$ cat src/core/peu_pkg.sv
// Package: encodings, field positions and result layout of the precision expand unit
package peu_pkg;

  // ************************************************************
  // Instruction word fields
  // ************************************************************
  localparam int          PEU_OP_HI      = 31;
  localparam int          PEU_OP_LO      = 26;
  localparam int          PEU_RS_HI      = 25;
  localparam int          PEU_RS_LO      = 21;
  localparam int          PEU_SRC_HI     = 20;
  localparam int          PEU_SRC_LO     = 16;
  localparam int          PEU_DST_HI     = 15;
  localparam int          PEU_DST_LO     = 11;
  localparam int          PEU_SUB_HI     = 10;
  localparam int          PEU_SUB_LO     = 6;
  localparam int          PEU_FN_HI      = 5;
  localparam int          PEU_FN_LO      = 0;

  // ************************************************************
  // Encodings
  // ************************************************************
  localparam logic [5:0]  PEU_EXT_MAJOR  = 6'h1f;
  localparam logic [4:0]  PEU_RS_ZERO    = 5'h00;
  localparam logic [5:0]  PEU_FN_PAIRED  = 6'h12;
  localparam logic [5:0]  PEU_FN_QUAD    = 6'h16;
  localparam logic [4:0]  PEU_SUB_HW_L   = 5'h0c;
  localparam logic [4:0]  PEU_SUB_HW_R   = 5'h0d;
  localparam logic [4:0]  PEU_SUB_BP_L   = 5'h04;
  localparam logic [4:0]  PEU_SUB_BP_R   = 5'h05;
  localparam logic [4:0]  PEU_SUB_BP_LA  = 5'h06;
  localparam logic [4:0]  PEU_SUB_BP_RA  = 5'h07;
  localparam logic [4:0]  PEU_SUB_BQ_L   = 5'h04;

  // ************************************************************
  // Padding widths
  // ************************************************************
  localparam int          PEU_HW_PAD     = 16;
  localparam int          PEU_BYTE_PAD   = 7;
  localparam int          PEU_SEXT_W     = 32;

  // ************************************************************
  // Operation select
  // ************************************************************
  typedef enum logic [2:0] {
    PEU_OP_NONE,
    PEU_OP_HW_L,
    PEU_OP_HW_R,
    PEU_OP_BP_L,
    PEU_OP_BP_LA,
    PEU_OP_BP_R,
    PEU_OP_BP_RA,
    PEU_OP_BQ_L
  } peu_op_t;

endpackage

$ cat src/core/peu_decode.sv
// Decoder: turns an instruction word into an expansion operation select
`timescale 1ns/1ns
module peu_decode
  import peu_pkg::*;
(
  // Instruction
  input  wire logic [31:0] instr,
  // Decoded operation
  output peu_op_t          op,
  output logic      [4:0]  src_idx,
  output logic      [4:0]  dst_idx
);

  logic      [5:0] major;
  logic      [4:0] rs_field;
  logic      [4:0] sub_op;
  logic      [5:0] fn_code;
  logic            class_ok;

  assign major    = instr[PEU_OP_HI:PEU_OP_LO];
  assign rs_field = instr[PEU_RS_HI:PEU_RS_LO];
  assign sub_op   = instr[PEU_SUB_HI:PEU_SUB_LO];
  assign fn_code  = instr[PEU_FN_HI:PEU_FN_LO];
  assign src_idx  = instr[PEU_SRC_HI:PEU_SRC_LO];
  assign dst_idx  = instr[PEU_DST_HI:PEU_DST_LO];
  assign class_ok = (major == PEU_EXT_MAJOR) && (rs_field == PEU_RS_ZERO);

  always_comb begin
    op = PEU_OP_NONE;
    if (class_ok && fn_code == PEU_FN_PAIRED) begin
      unique case (sub_op)
        PEU_SUB_HW_L:  op = PEU_OP_HW_L;
        PEU_SUB_HW_R:  op = PEU_OP_HW_R;
        PEU_SUB_BP_L:  op = PEU_OP_BP_L;
        PEU_SUB_BP_LA: op = PEU_OP_BP_LA;
        PEU_SUB_BP_R:  op = PEU_OP_BP_R;
        PEU_SUB_BP_RA: op = PEU_OP_BP_RA;
        default:       op = PEU_OP_NONE;
      endcase
    end else if (class_ok && fn_code == PEU_FN_QUAD && sub_op == PEU_SUB_BQ_L) begin
      op = PEU_OP_BQ_L;
    end
  end

endmodule

$ cat src/core/peu_select.sv
// Element selection and zero padding for every expansion operation
`timescale 1ns/1ns
module peu_select
  import peu_pkg::*;
(
  // Operation and operand
  input  peu_op_t          op,
  input  wire logic [63:0] src,
  // Result
  output logic      [63:0] result
);

  // Unsigned byte to Q15: zero sign bit, byte, seven zeros
  function automatic logic [15:0] byte_q15(input logic [7:0] b);
    byte_q15 = {1'b0, b, {PEU_BYTE_PAD{1'b0}}};
  endfunction

  // Q15 halfword to Q31 word, sign-extended to 64 bits
  function automatic logic [63:0] half_q31(input logic [15:0] h);
    logic [31:0] w;
    w        = {h, {PEU_HW_PAD{1'b0}}};
    half_q31 = {{PEU_SEXT_W{w[31]}}, w};
  endfunction

  // Two Q15 results, upper one sign-extended
  function automatic logic [63:0] pair_q15(input logic [7:0] hi, input logic [7:0] lo);
    logic [15:0] u;
    u        = byte_q15(hi);
    pair_q15 = {{PEU_SEXT_W{u[15]}}, u, byte_q15(lo)};
  endfunction

  // Pure wiring, no carries: one-pass combinational result
  always_comb begin
    unique case (op)
      PEU_OP_HW_L:  result = half_q31(src[31:16]);
      PEU_OP_HW_R:  result = half_q31(src[15:0]);
      PEU_OP_BP_L:  result = pair_q15(src[31:24], src[23:16]);
      PEU_OP_BP_LA: result = pair_q15(src[31:24], src[15:8]);
      PEU_OP_BP_R:  result = pair_q15(src[15:8], src[7:0]);
      PEU_OP_BP_RA: result = pair_q15(src[23:16], src[7:0]);
      PEU_OP_BQ_L:  result = {byte_q15(src[63:56]), byte_q15(src[55:48]),
                              byte_q15(src[47:40]), byte_q15(src[39:32])};
      default:      result = 64'h0;
    endcase
  end

endmodule

$ cat src/core/peu_top.sv
// Precision expand unit: decode, read operand, expand, register write-back
//
// Behaviour
// - Left halfword expansion uses source bits 31..16.
// - Right halfword expansion uses source bits 15..0.
// - Halfword becomes Q31 with sixteen zero bits appended below.
// - Q31 bit 31 fills destination bits 63..32.
// - Byte becomes Q15: zero sign bit, byte, seven low zeros.
// - Left pair takes bytes 31..24 and 23..16.
// - Left-alternate pair takes bytes 31..24 and 15..8.
// - Right pair takes bytes 15..8 and 7..0.
// - Right-alternate pair takes bytes 23..16 and 7..0.
// - Pair results fill bits 31..0; upper result top bit fills 63..32.
// - No data-dependent exception is ever raised.
// - Only reserved-instruction and extension-disabled exceptions may be raised; exc_reserved_r is tied to zero, so only extension-disabled is raised.
// - Opcode 011111, zero field bits 25..21; source 20..16, destination 15..11.
// - Function 010010: sub-op 01100 left, 01101 right halfword expansion.
// - Function 010010: sub-op 00100 left pair, 00110 left-alternate pair.
// - Function 010010: sub-op 00101 right pair, 00111 right-alternate pair.
// - Function 010110 with sub-op 00100 selects quad left byte expansion.
// - Quad left expands bytes 63..32, most significant first.
`timescale 1ns/1ns
module peu_top
  import peu_pkg::*;
(
  // Clock and reset
  input  wire logic        mclk,
  input  wire logic        rst,
  // Issue from the decoder
  input  wire logic        issue_valid,
  input  wire logic [31:0] issue_instr,
  input  wire logic        ext_enable,
  // General register file read port
  output logic      [4:0]  rf_rd_idx,
  input  wire logic [63:0] rf_rd_data,
  // General register file write-back
  output logic             wb_valid_r,
  output logic      [4:0]  wb_idx_r,
  output logic      [63:0] wb_data_r,
  // Exceptions
  output logic             exc_reserved_r,
  output logic             exc_disabled_r
);

  // ************************************************************
  // Decode
  // ************************************************************
  peu_op_t          op;
  logic      [4:0]  src_idx;
  logic      [4:0]  dst_idx;
  logic      [63:0] result;
  logic             is_expand;
  logic             do_write;
  logic             raise_disabled;
  logic             raise_reserved;

  peu_decode u_decode (
    .instr   (issue_instr),
    .op      (op),
    .src_idx (src_idx),
    .dst_idx (dst_idx)
  );

  // Register file read is combinational; the read index is the only output
  // not taken from a flip-flop because the operand is needed in the same cycle.
  assign rf_rd_idx = src_idx;

  peu_select u_select (
    .op     (op),
    .src    (rf_rd_data),
    .result (result)
  );

  // ************************************************************
  // Exception and write-back qualification
  // ************************************************************
  // Exceptions depend only on the decoded instruction, issue_valid and enable, never on operand data.
  assign is_expand      = (op != PEU_OP_NONE);
  assign raise_disabled = issue_valid && is_expand && !ext_enable;
  assign raise_reserved = 1'b0;
  assign do_write       = issue_valid && is_expand && ext_enable;

  // ************************************************************
  // Write-back registers
  // ************************************************************
  always_ff @(posedge mclk) begin
    if (rst) begin
      wb_valid_r     <= 1'b0;
      wb_idx_r       <= 5'h00;
      wb_data_r      <= 64'h0;
      exc_reserved_r <= 1'b0;
      exc_disabled_r <= 1'b0;
    end else begin
      wb_valid_r     <= do_write;
      wb_idx_r       <= dst_idx;
      wb_data_r      <= result;
      exc_reserved_r <= raise_reserved;
      exc_disabled_r <= raise_disabled;
    end
  end

  // ************************************************************
  // Checks
  // ************************************************************
  property p_hw_left;
    @(posedge mclk) disable iff (rst)
      (do_write && op == PEU_OP_HW_L) |=> (wb_data_r ==
        {{32{$past(rf_rd_data[31])}}, $past(rf_rd_data[31:16]), 16'h0});
  endproperty
  a_hw_left: assert property (p_hw_left) else $error("left half expand wrong");

  property p_hw_right;
    @(posedge mclk) disable iff (rst)
      (do_write && op == PEU_OP_HW_R) |=> (wb_data_r[31:0] ==
        {$past(rf_rd_data[15:0]), 16'h0});
  endproperty
  a_hw_right: assert property (p_hw_right) else $error("right half expand wrong");

  property p_low_zero;
    @(posedge mclk) disable iff (rst)
      (do_write && (op == PEU_OP_HW_L || op == PEU_OP_HW_R)) |=> (wb_data_r[15:0] == 16'h0);
  endproperty
  a_low_zero: assert property (p_low_zero) else $error("low pad not zero");

  property p_sext;
    @(posedge mclk) disable iff (rst)
      wb_valid_r && (wb_data_r[31] == 1'b0) && ($past(op) == PEU_OP_HW_L ||
        $past(op) == PEU_OP_HW_R) |-> (wb_data_r[63:32] == 32'h0);
  endproperty
  a_sext: assert property (p_sext) else $error("sign extension wrong");

  property p_byte_fmt;
    @(posedge mclk) disable iff (rst)
      (do_write && op == PEU_OP_BQ_L) |=> (wb_data_r[15] == 1'b0) && (wb_data_r[6:0] == 7'h0);
  endproperty
  a_byte_fmt: assert property (p_byte_fmt) else $error("byte format wrong");

  property p_pair_left;
    @(posedge mclk) disable iff (rst)
      (do_write && op == PEU_OP_BP_L) |=> (wb_data_r ==
        {32'h0, 1'b0, $past(rf_rd_data[31:24]), 7'h0, 1'b0, $past(rf_rd_data[23:16]), 7'h0});
  endproperty
  a_pair_left: assert property (p_pair_left) else $error("left pair wrong");

  property p_pair_la;
    @(posedge mclk) disable iff (rst)
      (do_write && op == PEU_OP_BP_LA) |=> (wb_data_r[14:7] == $past(rf_rd_data[15:8]));
  endproperty
  a_pair_la: assert property (p_pair_la) else $error("left-alt pair wrong");

  property p_pair_r;
    @(posedge mclk) disable iff (rst)
      (do_write && op == PEU_OP_BP_R) |=> (wb_data_r[30:23] == $past(rf_rd_data[15:8])) &&
        (wb_data_r[14:7] == $past(rf_rd_data[7:0]));
  endproperty
  a_pair_r: assert property (p_pair_r) else $error("right pair wrong");

  property p_pair_ra;
    @(posedge mclk) disable iff (rst)
      (do_write && op == PEU_OP_BP_RA) |=> (wb_data_r[30:23] == $past(rf_rd_data[23:16]));
  endproperty
  a_pair_ra: assert property (p_pair_ra) else $error("right-alt pair wrong");

  property p_pair_top;
    @(posedge mclk) disable iff (rst)
      (do_write && (op == PEU_OP_BP_R || op == PEU_OP_BP_RA)) |=> (wb_data_r[63:31] == 33'h0);
  endproperty
  a_pair_top: assert property (p_pair_top) else $error("pair upper bits wrong");

  property p_no_reserved;
    @(posedge mclk) disable iff (rst)
      wb_valid_r |-> !exc_reserved_r && !exc_disabled_r;
  endproperty
  a_no_reserved: assert property (p_no_reserved) else $error("exception with write");

  property p_disabled;
    @(posedge mclk) disable iff (rst)
      (issue_valid && is_expand && !ext_enable) |=> exc_disabled_r && !wb_valid_r;
  endproperty
  a_disabled: assert property (p_disabled) else $error("disabled exception missing");

  property p_decode;
    @(posedge mclk) disable iff (rst)
      (issue_valid && ext_enable && issue_instr[31:26] == 6'h1f && issue_instr[25:21] == 5'h00
        && issue_instr[5:0] == 6'h12 && issue_instr[10:6] == 5'h0c)
        |=> wb_valid_r && (wb_idx_r == $past(issue_instr[15:11]));
  endproperty
  a_decode: assert property (p_decode) else $error("decode failed");

  property p_rs_nonzero;
    @(posedge mclk) disable iff (rst)
      (issue_instr[25:21] != 5'h00) |-> (op == PEU_OP_NONE);
  endproperty
  a_rs_nonzero: assert property (p_rs_nonzero) else $error("nonzero rs decoded");

  property p_sub_r;
    @(posedge mclk) disable iff (rst)
      (issue_instr[31:21] == 11'h3e0 && issue_instr[5:0] == 6'h12
        && issue_instr[10:6] == 5'h0d) |-> (op == PEU_OP_HW_R);
  endproperty
  a_sub_r: assert property (p_sub_r) else $error("right half not decoded");

  property p_sub_la;
    @(posedge mclk) disable iff (rst)
      (issue_instr[31:21] == 11'h3e0 && issue_instr[5:0] == 6'h12
        && issue_instr[10:6] == 5'h06) |-> (op == PEU_OP_BP_LA);
  endproperty
  a_sub_la: assert property (p_sub_la) else $error("left-alt not decoded");

  property p_sub_ra;
    @(posedge mclk) disable iff (rst)
      (issue_instr[31:21] == 11'h3e0 && issue_instr[5:0] == 6'h12
        && issue_instr[10:6] == 5'h07) |-> (op == PEU_OP_BP_RA);
  endproperty
  a_sub_ra: assert property (p_sub_ra) else $error("right-alt not decoded");

  property p_quad_dec;
    @(posedge mclk) disable iff (rst)
      (issue_instr[31:21] == 11'h3e0 && issue_instr[5:0] == 6'h16
        && issue_instr[10:6] == 5'h04) |-> (op == PEU_OP_BQ_L);
  endproperty
  a_quad_dec: assert property (p_quad_dec) else $error("quad not decoded");

  property p_quad;
    @(posedge mclk) disable iff (rst)
      (do_write && op == PEU_OP_BQ_L) |=> (wb_data_r[62:55] == $past(rf_rd_data[63:56])) &&
        (wb_data_r[14:7] == $past(rf_rd_data[39:32]));
  endproperty
  a_quad: assert property (p_quad) else $error("quad expand wrong");

  property p_one_op;
    @(posedge mclk) disable iff (rst)
      do_write |=> wb_valid_r ##1 (wb_valid_r == $past(do_write));
  endproperty
  a_one_op: assert property (p_one_op) else $error("write-back not single cycle");

endmodule

$ cat config.mk
export PLATFORM = sky130hd
export DESIGN_NAME = peu_top
export DESIGN_NICKNAME = d
export VERILOG_FILES = /design/src/core/peu_pkg.sv /design/src/core/peu_decode.sv /design/src/core/peu_select.sv /design/src/core/peu_top.sv
export SDC_FILE = /design/constraint.sdc
export NUM_CORES = 1
export LEC_CHECK = 0
export ABC_AREA = 1
export BUFFER_PORTS_ARGS = -buffer_cell sky130_fd_sc_hd__clkbuf_2
export CORE_MARGIN = 5
export CORE_UTILIZATION = 35
export CTS_BUF_LIST = sky130_fd_sc_hd__clkbuf_4 sky130_fd_sc_hd__clkbuf_8 sky130_fd_sc_hd__clkbuf_16
export DETAILED_ROUTE_END_ITERATION = 12
export GPL_ROUTABILITY_DRIVEN = 0
export GPL_TIMING_DRIVEN = 0
export SLEW_MARGIN = 20
export SYNTH_ARGS = -nofsm -noshare
export SYNTH_HDL_FRONTEND = slang
export SYNTH_HIERARCHICAL = 1
export SYNTH_SLANG_ARGS = --single-unit
$ cat constraint.sdc
create_clock -name mclk -period 4.3 [get_ports mclk]
set_clock_uncertainty 0.15 [all_clocks]
set_input_delay 0 -clock mclk [delete_from_list [all_inputs] [get_ports mclk]]
set_output_delay 0 -clock mclk [all_outputs]
set_load 0.05 [all_outputs]
* Yosys cells after proc, flatten, opt, wreduce, memory -nomap -nowiden
Index checks and enable logic that the tools add are counted.
** Storage, ports and cells
- Input bits :: 100
- Word-level logic and storage cells :: 34
- Register bits after elaboration :: 71
- Output and inout bits :: 77
** Cells by class
- Reduce and logical (&&, ||, !) cells :: 10
- Equality and inequality tests :: 16
- Muxes and demuxes :: 4
** Operators with widths (number)
- $pmux W64 S7 :: 1
- $eq A5 B3 Y1 const B :: 4
- $eq A6 B5 Y1 const B :: 3
- $pmux W3 S6 :: 1
- $eq A3 B3 Y1 const B :: 4
- $eq A5 B4 Y1 const B :: 2
- $logic_and A1 B1 Y1 :: 7
- $eq A3 B2 Y1 const B :: 2
- $mux W3 :: 2
- $logic_not A5 Y1 :: 1
- $eq A3 B1 Y1 const B :: 1
- $reduce_bool A3 Y1 :: 1
- $logic_not A1 Y1 :: 1

* Depth between registers and ports, before layout
- Depth in word-level cells :: 9
- Gate-level depth with buffers :: 17

* Hierarchy
The synthesis kept the hierarchy.
** Modules (own cells, without submodules)
- peu_top :: cells each 228, area an instance 2039.5 µm², sequential area each 1421.4 µm², instances 1
- peu_select :: cells each 281, area an instance 1441.4 µm², sequential area each 0.0 µm², instances 1
- peu_decode :: cells each 55, area an instance 291.5 µm², sequential area each 0.0 µm², instances 1

* Least setup slack after synthesis
Ideal clock, no wire load.
- Kind :: input -> register
- Start point :: in issue_instr[21]
- End point :: reg wb_data_r[32]
- Data required time :: 4033 ps
- Setup slack :: 2350 ps
- Cell stages on the path :: 15
- Setup time :: 117 ps
- Arrival time :: 1683 ps
- Cell sequence :: inv_1 -> nand2_1 -> nor2_1 -> nand3_1 -> nand3b_1 -> nand2_1 -> buf_6 -> inv_2 -> buf_6 -> nand4_4 -> buf_2 -> nand2_1 -> buf_4 -> inv_1 -> nor2_1
** On the way
- Word-level cells in the longest chain between the ends :: 8
- Elaborated cells on any way between the ends :: 15
- Classes of those cells :: eq/ne: 7; mux: 3; reduce/logical: 5
** RTL lines
- start: declaration :: line peu_top.sv:31 : input wire logic [31:0] issue_instr,
- $logic_not A5 Y1 (*) :: line peu_decode.sv:26 : assign class_ok = (major == PEU_EXT_MAJOR) && (rs_field == PEU_RS_ZERO);
- $logic_and A1 B1 Y1 (*) :: line peu_decode.sv:26
- $logic_and A1 B1 Y1 (2 in series) :: line peu_decode.sv:40 : end else if (class_ok && fn_code == PEU_FN_QUAD && sub_op == PEU_SUB_BQ_L) begin
- $mux W3 :: line peu_decode.sv:40
- $mux W3 (*) :: line peu_decode.sv:30 : if (class_ok && fn_code == PEU_FN_PAIRED) begin
- named net op[2] :: line peu_top.sv:48 : peu_op_t op;
- $eq A3 B3 Y1, or another cell as far along :: line peu_select.sv:34 : unique case (op)
- $pmux W64 S7 (*) :: line peu_select.sv:34
- named net result[32] :: line peu_top.sv:51 : logic [63:0] result;
- end signal: assignment :: line peu_top.sv:96 : wb_data_r <= result;
- end: declaration :: line peu_top.sv:39 : output logic [63:0] wb_data_r,
The timed path passes the listed nets; every way through them passes the cells marked *.
A chain may end at the register's enable or synchronous reset.

* Worst setup path in the final report
- Start point :: in issue_instr[22]
- End point :: reg wb_data_r[59]
Same word-level chain as after synthesis.

==> flow_summary.toml <==
[sta]
setup_repair_after_global_routing_missed_its_margin = "no"
finalWorstPathRequiredPeriod_ps = 2730
drv_slew = 0
slew_headroom_pct = 62.4
max_slew.worst_pin.slew_ps = 562
timing.final.setup_violations = 0
fin_hold_ws_ps = 32.5
clock.fmax_ghz = 0.366
final-hold-violation-count = 0
fin_setup_tns_ps = 0
finalCritPeriodShare_pct = 63.5

[global_routing]
maximum_number_of_pins_on_one_net_before_global_route_repair = 18
grt_overflow = 0
wire_length_of_the_first_global_routing_pass_um = 19600
first_global_vias = 4192
antenna_found_initial = 0
track_usage_pct = 18.9

[yosys]
post_synth_main_area_contributors = "sky130_fd_sc_hd__dfxtp_1, sky130_fd_sc_hd__nor2_1, sky130_fd_sc_hd__inv_1, sky130_fd_sc_hd__nand2_1, sky130_fd_sc_hd__buf_4"
synth-seq-cells = 71
synth-main-ff-cell = "sky130_fd_sc_hd__dfxtp_1"
synth.yosys.seq_area_share_pct = 37.7
yosysWarningCount = 6
synth_edf_count = 0
synthArstFlopShare_pct = 0
yosysTopAreaCellShare_pct = 37.7
syn_avg_cell_area_um2 = 6.69
synth_cell_type_count = 25
synthMostInstantiatedCell = "sky130_fd_sc_hd__nor2_1"
post_synth_instance_area_mm2 = 0.00377
yosys-top-cells-count = "sky130_fd_sc_hd__nor2_1, sky130_fd_sc_hd__inv_1, sky130_fd_sc_hd__nand2_1, sky130_fd_sc_hd__dfxtp_1, sky130_fd_sc_hd__nand4_1"
synthDominantAreaCellType = "sky130_fd_sc_hd__dfxtp_1"
netlist_instances = 564

[clock_network]
cts_tree = "built"
clkSinkCount = 71
numCtsBuffers = 9
cts.repair_timing.setup_buffer_count = 0
clk_pin_slew_worst_paths_ps = 70
h-tree-depth = 3
cts_root_buf = "sky130_fd_sc_hd__clkbuf_8"
cts-root-to-sink-buffers = 2

[setup_path]
worst_ep_required_time_ps = 4430
worst-path-max-fanout = 10
critical_path.endpoint_type = "flop"
critPathArrivalTime_ps = 2860
timing_worst_setup_path_type = "input port to flop"
startpoint_type = "input port"

[placed_design]
place_hpwl_um = 8940
portBuffers = 164
post_dp_cell_area_mm2 = 0.00479

[final_layout]
count_of_inserted_antenna_diode_cells = 0
final_design_area_no_fill_mm2 = 0.00596
nNetsFinal = 943
area_growth_pct = 58.0
final_layout_size_suffix_gt1_share_pct = 29.7

[drt]
route.detailed.drc = 0
drt-wirelength-per-cell_um = 12.5
detail_route.wirelength_um = 12300
viasPerCell = 4.47
dr.first_iter.drc_count = 269
drt_pre_antenna_iters = 5
ant_nets = 0
number_of_vias_in_the_routed_layout = 4403

[min_path]
whs_path_depth = 7
hold_path_end = "wb_data_r[27]"
min_from = "rf_rd_data[44]"
hold_class = "input port to flop"

[floorplan]
floorplan.core_area_mm2 = 0.0107
dieArea_mm2 = 0.0130
die_x_um = 114
placementRows = 38
io-pin-count = 177
floorplan.initialDensity_pct = 35.3
die_height_um = 114

[power]
vdd_ir_drop_max_v = 0.000158
power.leakage_nw = 3.32
cellPowerDensity_mw_per_mm2 = 230

[flow_run]
max-cap-violations = 0

[run_status]
run_status = "completed"
## registers in the layout, summed over array words and instances, names as in the netlist
| register | count |
|---|---|
| wb_data_r | 64 |
| exc_disabled_r | 1 |
| wb_idx_r | 5 |
| wb_valid_r | 1 |
## cells by family after synthesis
logic type      share of synthesized area, %
compound gates                          1.19
buf+inv                                 23.3
flops                                   37.7
other cells                            0.199
simple gates                            37.6
## through the flow
stage | util [%] | std cells | setup WS, ps | power (W)
6_report | 55.7 | 986 | 1570 | 0.00137
5_1_grt | 55.7 | 986 | 1330 | 0.00144
3_5_place_dp | 44.8 | 875 | 1800 | 0.000825
3_3_place_gp | 44.8 | 875 | 1850 | 0.000823
4_1_cts | 55.7 | 986 | 1640 | 0.00138
2_1_floorplan | - | 571 | 2350 | 0.000757
## per-layer routing
metal / routed length (µm) / part of all wire (%) / track usage (%)
met5: 0 / 0 / 0
met4: 223 / 1.8 / 7.05
met3: 1320 / 11 / 4.46
met2: 5890 / 48 / 33.0
met1: 4870 / 40 / 22.4
## where the power goes
group / switching [W] / internal (W) / leakage (nW)
Combinational: 0.0000956 / 0.0000862 / 2.64
Clock: 0.000230 / 0.000293 / 0.101
Sequential: 0.00000159 / 0.000664 / 0.575
## worst max-delay path by stage
stage,startpoint,to,slack [ps]
2_1_floorplan,issue_instr[21],wb_data_r[32],2350
3_3_place_gp,issue_instr[21],wb_data_r[49],1850
3_5_place_dp,issue_instr[21],wb_data_r[50],1800
4_1_cts,issue_instr[21],wb_data_r[59],1640
5_1_grt,issue_instr[22],wb_data_r[59],1330
6_report,issue_instr[22],wb_data_r[59],1570
## critical path, cell delays in order
cell and delay [ps]:
sky130_fd_sc_hd__clkbuf_2 80, sky130_fd_sc_hd__inv_1 40, sky130_fd_sc_hd__nand2_1 40, sky130_fd_sc_hd__nor2_1 100, sky130_fd_sc_hd__nand3_1 110, sky130_fd_sc_hd__nand3b_1 220, sky130_fd_sc_hd__nand2_1 260, sky130_fd_sc_hd__nand3_2 280
sky130_fd_sc_hd__inv_2 200, sky130_fd_sc_hd__buf_6 160, sky130_fd_sc_hd__nand2_1 60, sky130_fd_sc_hd__nand3_1 90, sky130_fd_sc_hd__dlygate4sd3_1 550, sky130_fd_sc_hd__inv_1 40, sky130_fd_sc_hd__nor2_1 70, sky130_fd_sc_hd__dlygate4sd3_1 560
## area by class of cell
type	count	area, µm²
clock inverters	3	43.8
multi-input cells	329	1500
inverters	111	419
clock buffers	11	151
well taps	140	175
fillers	1010	4740
repair buffers	261	1790
plain buffers	60	460
flip-flops and latches	71	1420
## placed cells by master, fill, tap and decap left out
cell type	synthesis	routed
sky130_fd_sc_hd__nand4_1	42	42
sky130_fd_sc_hd__dlygate4sd3_1	0	97
sky130_fd_sc_hd__nand3b_4	1	1
sky130_fd_sc_hd__nor3_2	2	2
sky130_fd_sc_hd__buf_2	8	8
sky130_fd_sc_hd__clkinv_2	0	1
sky130_fd_sc_hd__inv_1	105	105
sky130_fd_sc_hd__nand3b_1	2	2
sky130_fd_sc_hd__bufinv_16	0	1
sky130_fd_sc_hd__nand2_1	90	90
sky130_fd_sc_hd__inv_4	1	1
sky130_fd_sc_hd__inv_2	5	5
sky130_fd_sc_hd__buf_6	11	11
sky130_fd_sc_hd__nand3_2	2	2
sky130_fd_sc_hd__dfxtp_1	71	71
sky130_fd_sc_hd__clkbuf_2	0	164
sky130_fd_sc_hd__buf_4	38	38
sky130_fd_sc_hd__nor2_1	126	126
sky130_fd_sc_hd__clkbuf_1	3	3
sky130_fd_sc_hd__nor2_2	2	2
sky130_fd_sc_hd__nand2_4	1	1
sky130_fd_sc_hd__nand3_1	39	39
sky130_fd_sc_hd__a21oi_1	2	2
sky130_fd_sc_hd__or2_1	1	1
sky130_fd_sc_hd__o21ai_0	7	7
sky130_fd_sc_hd__and3_1	1	1
sky130_fd_sc_hd__nand3_4	1	1
sky130_fd_sc_hd__nand4_4	1	1
sky130_fd_sc_hd__clkbuf_8	0	11
sky130_fd_sc_hd__clkinv_4	0	1
sky130_fd_sc_hd__conb_1	2	9
## what timing repair did
action / CTS / global route
resized for setup: 0 / 0
endpoints found under the hold margin: 63 / 0
hold buffers: 97 / 0
Power figures use the tool's default switching activity.
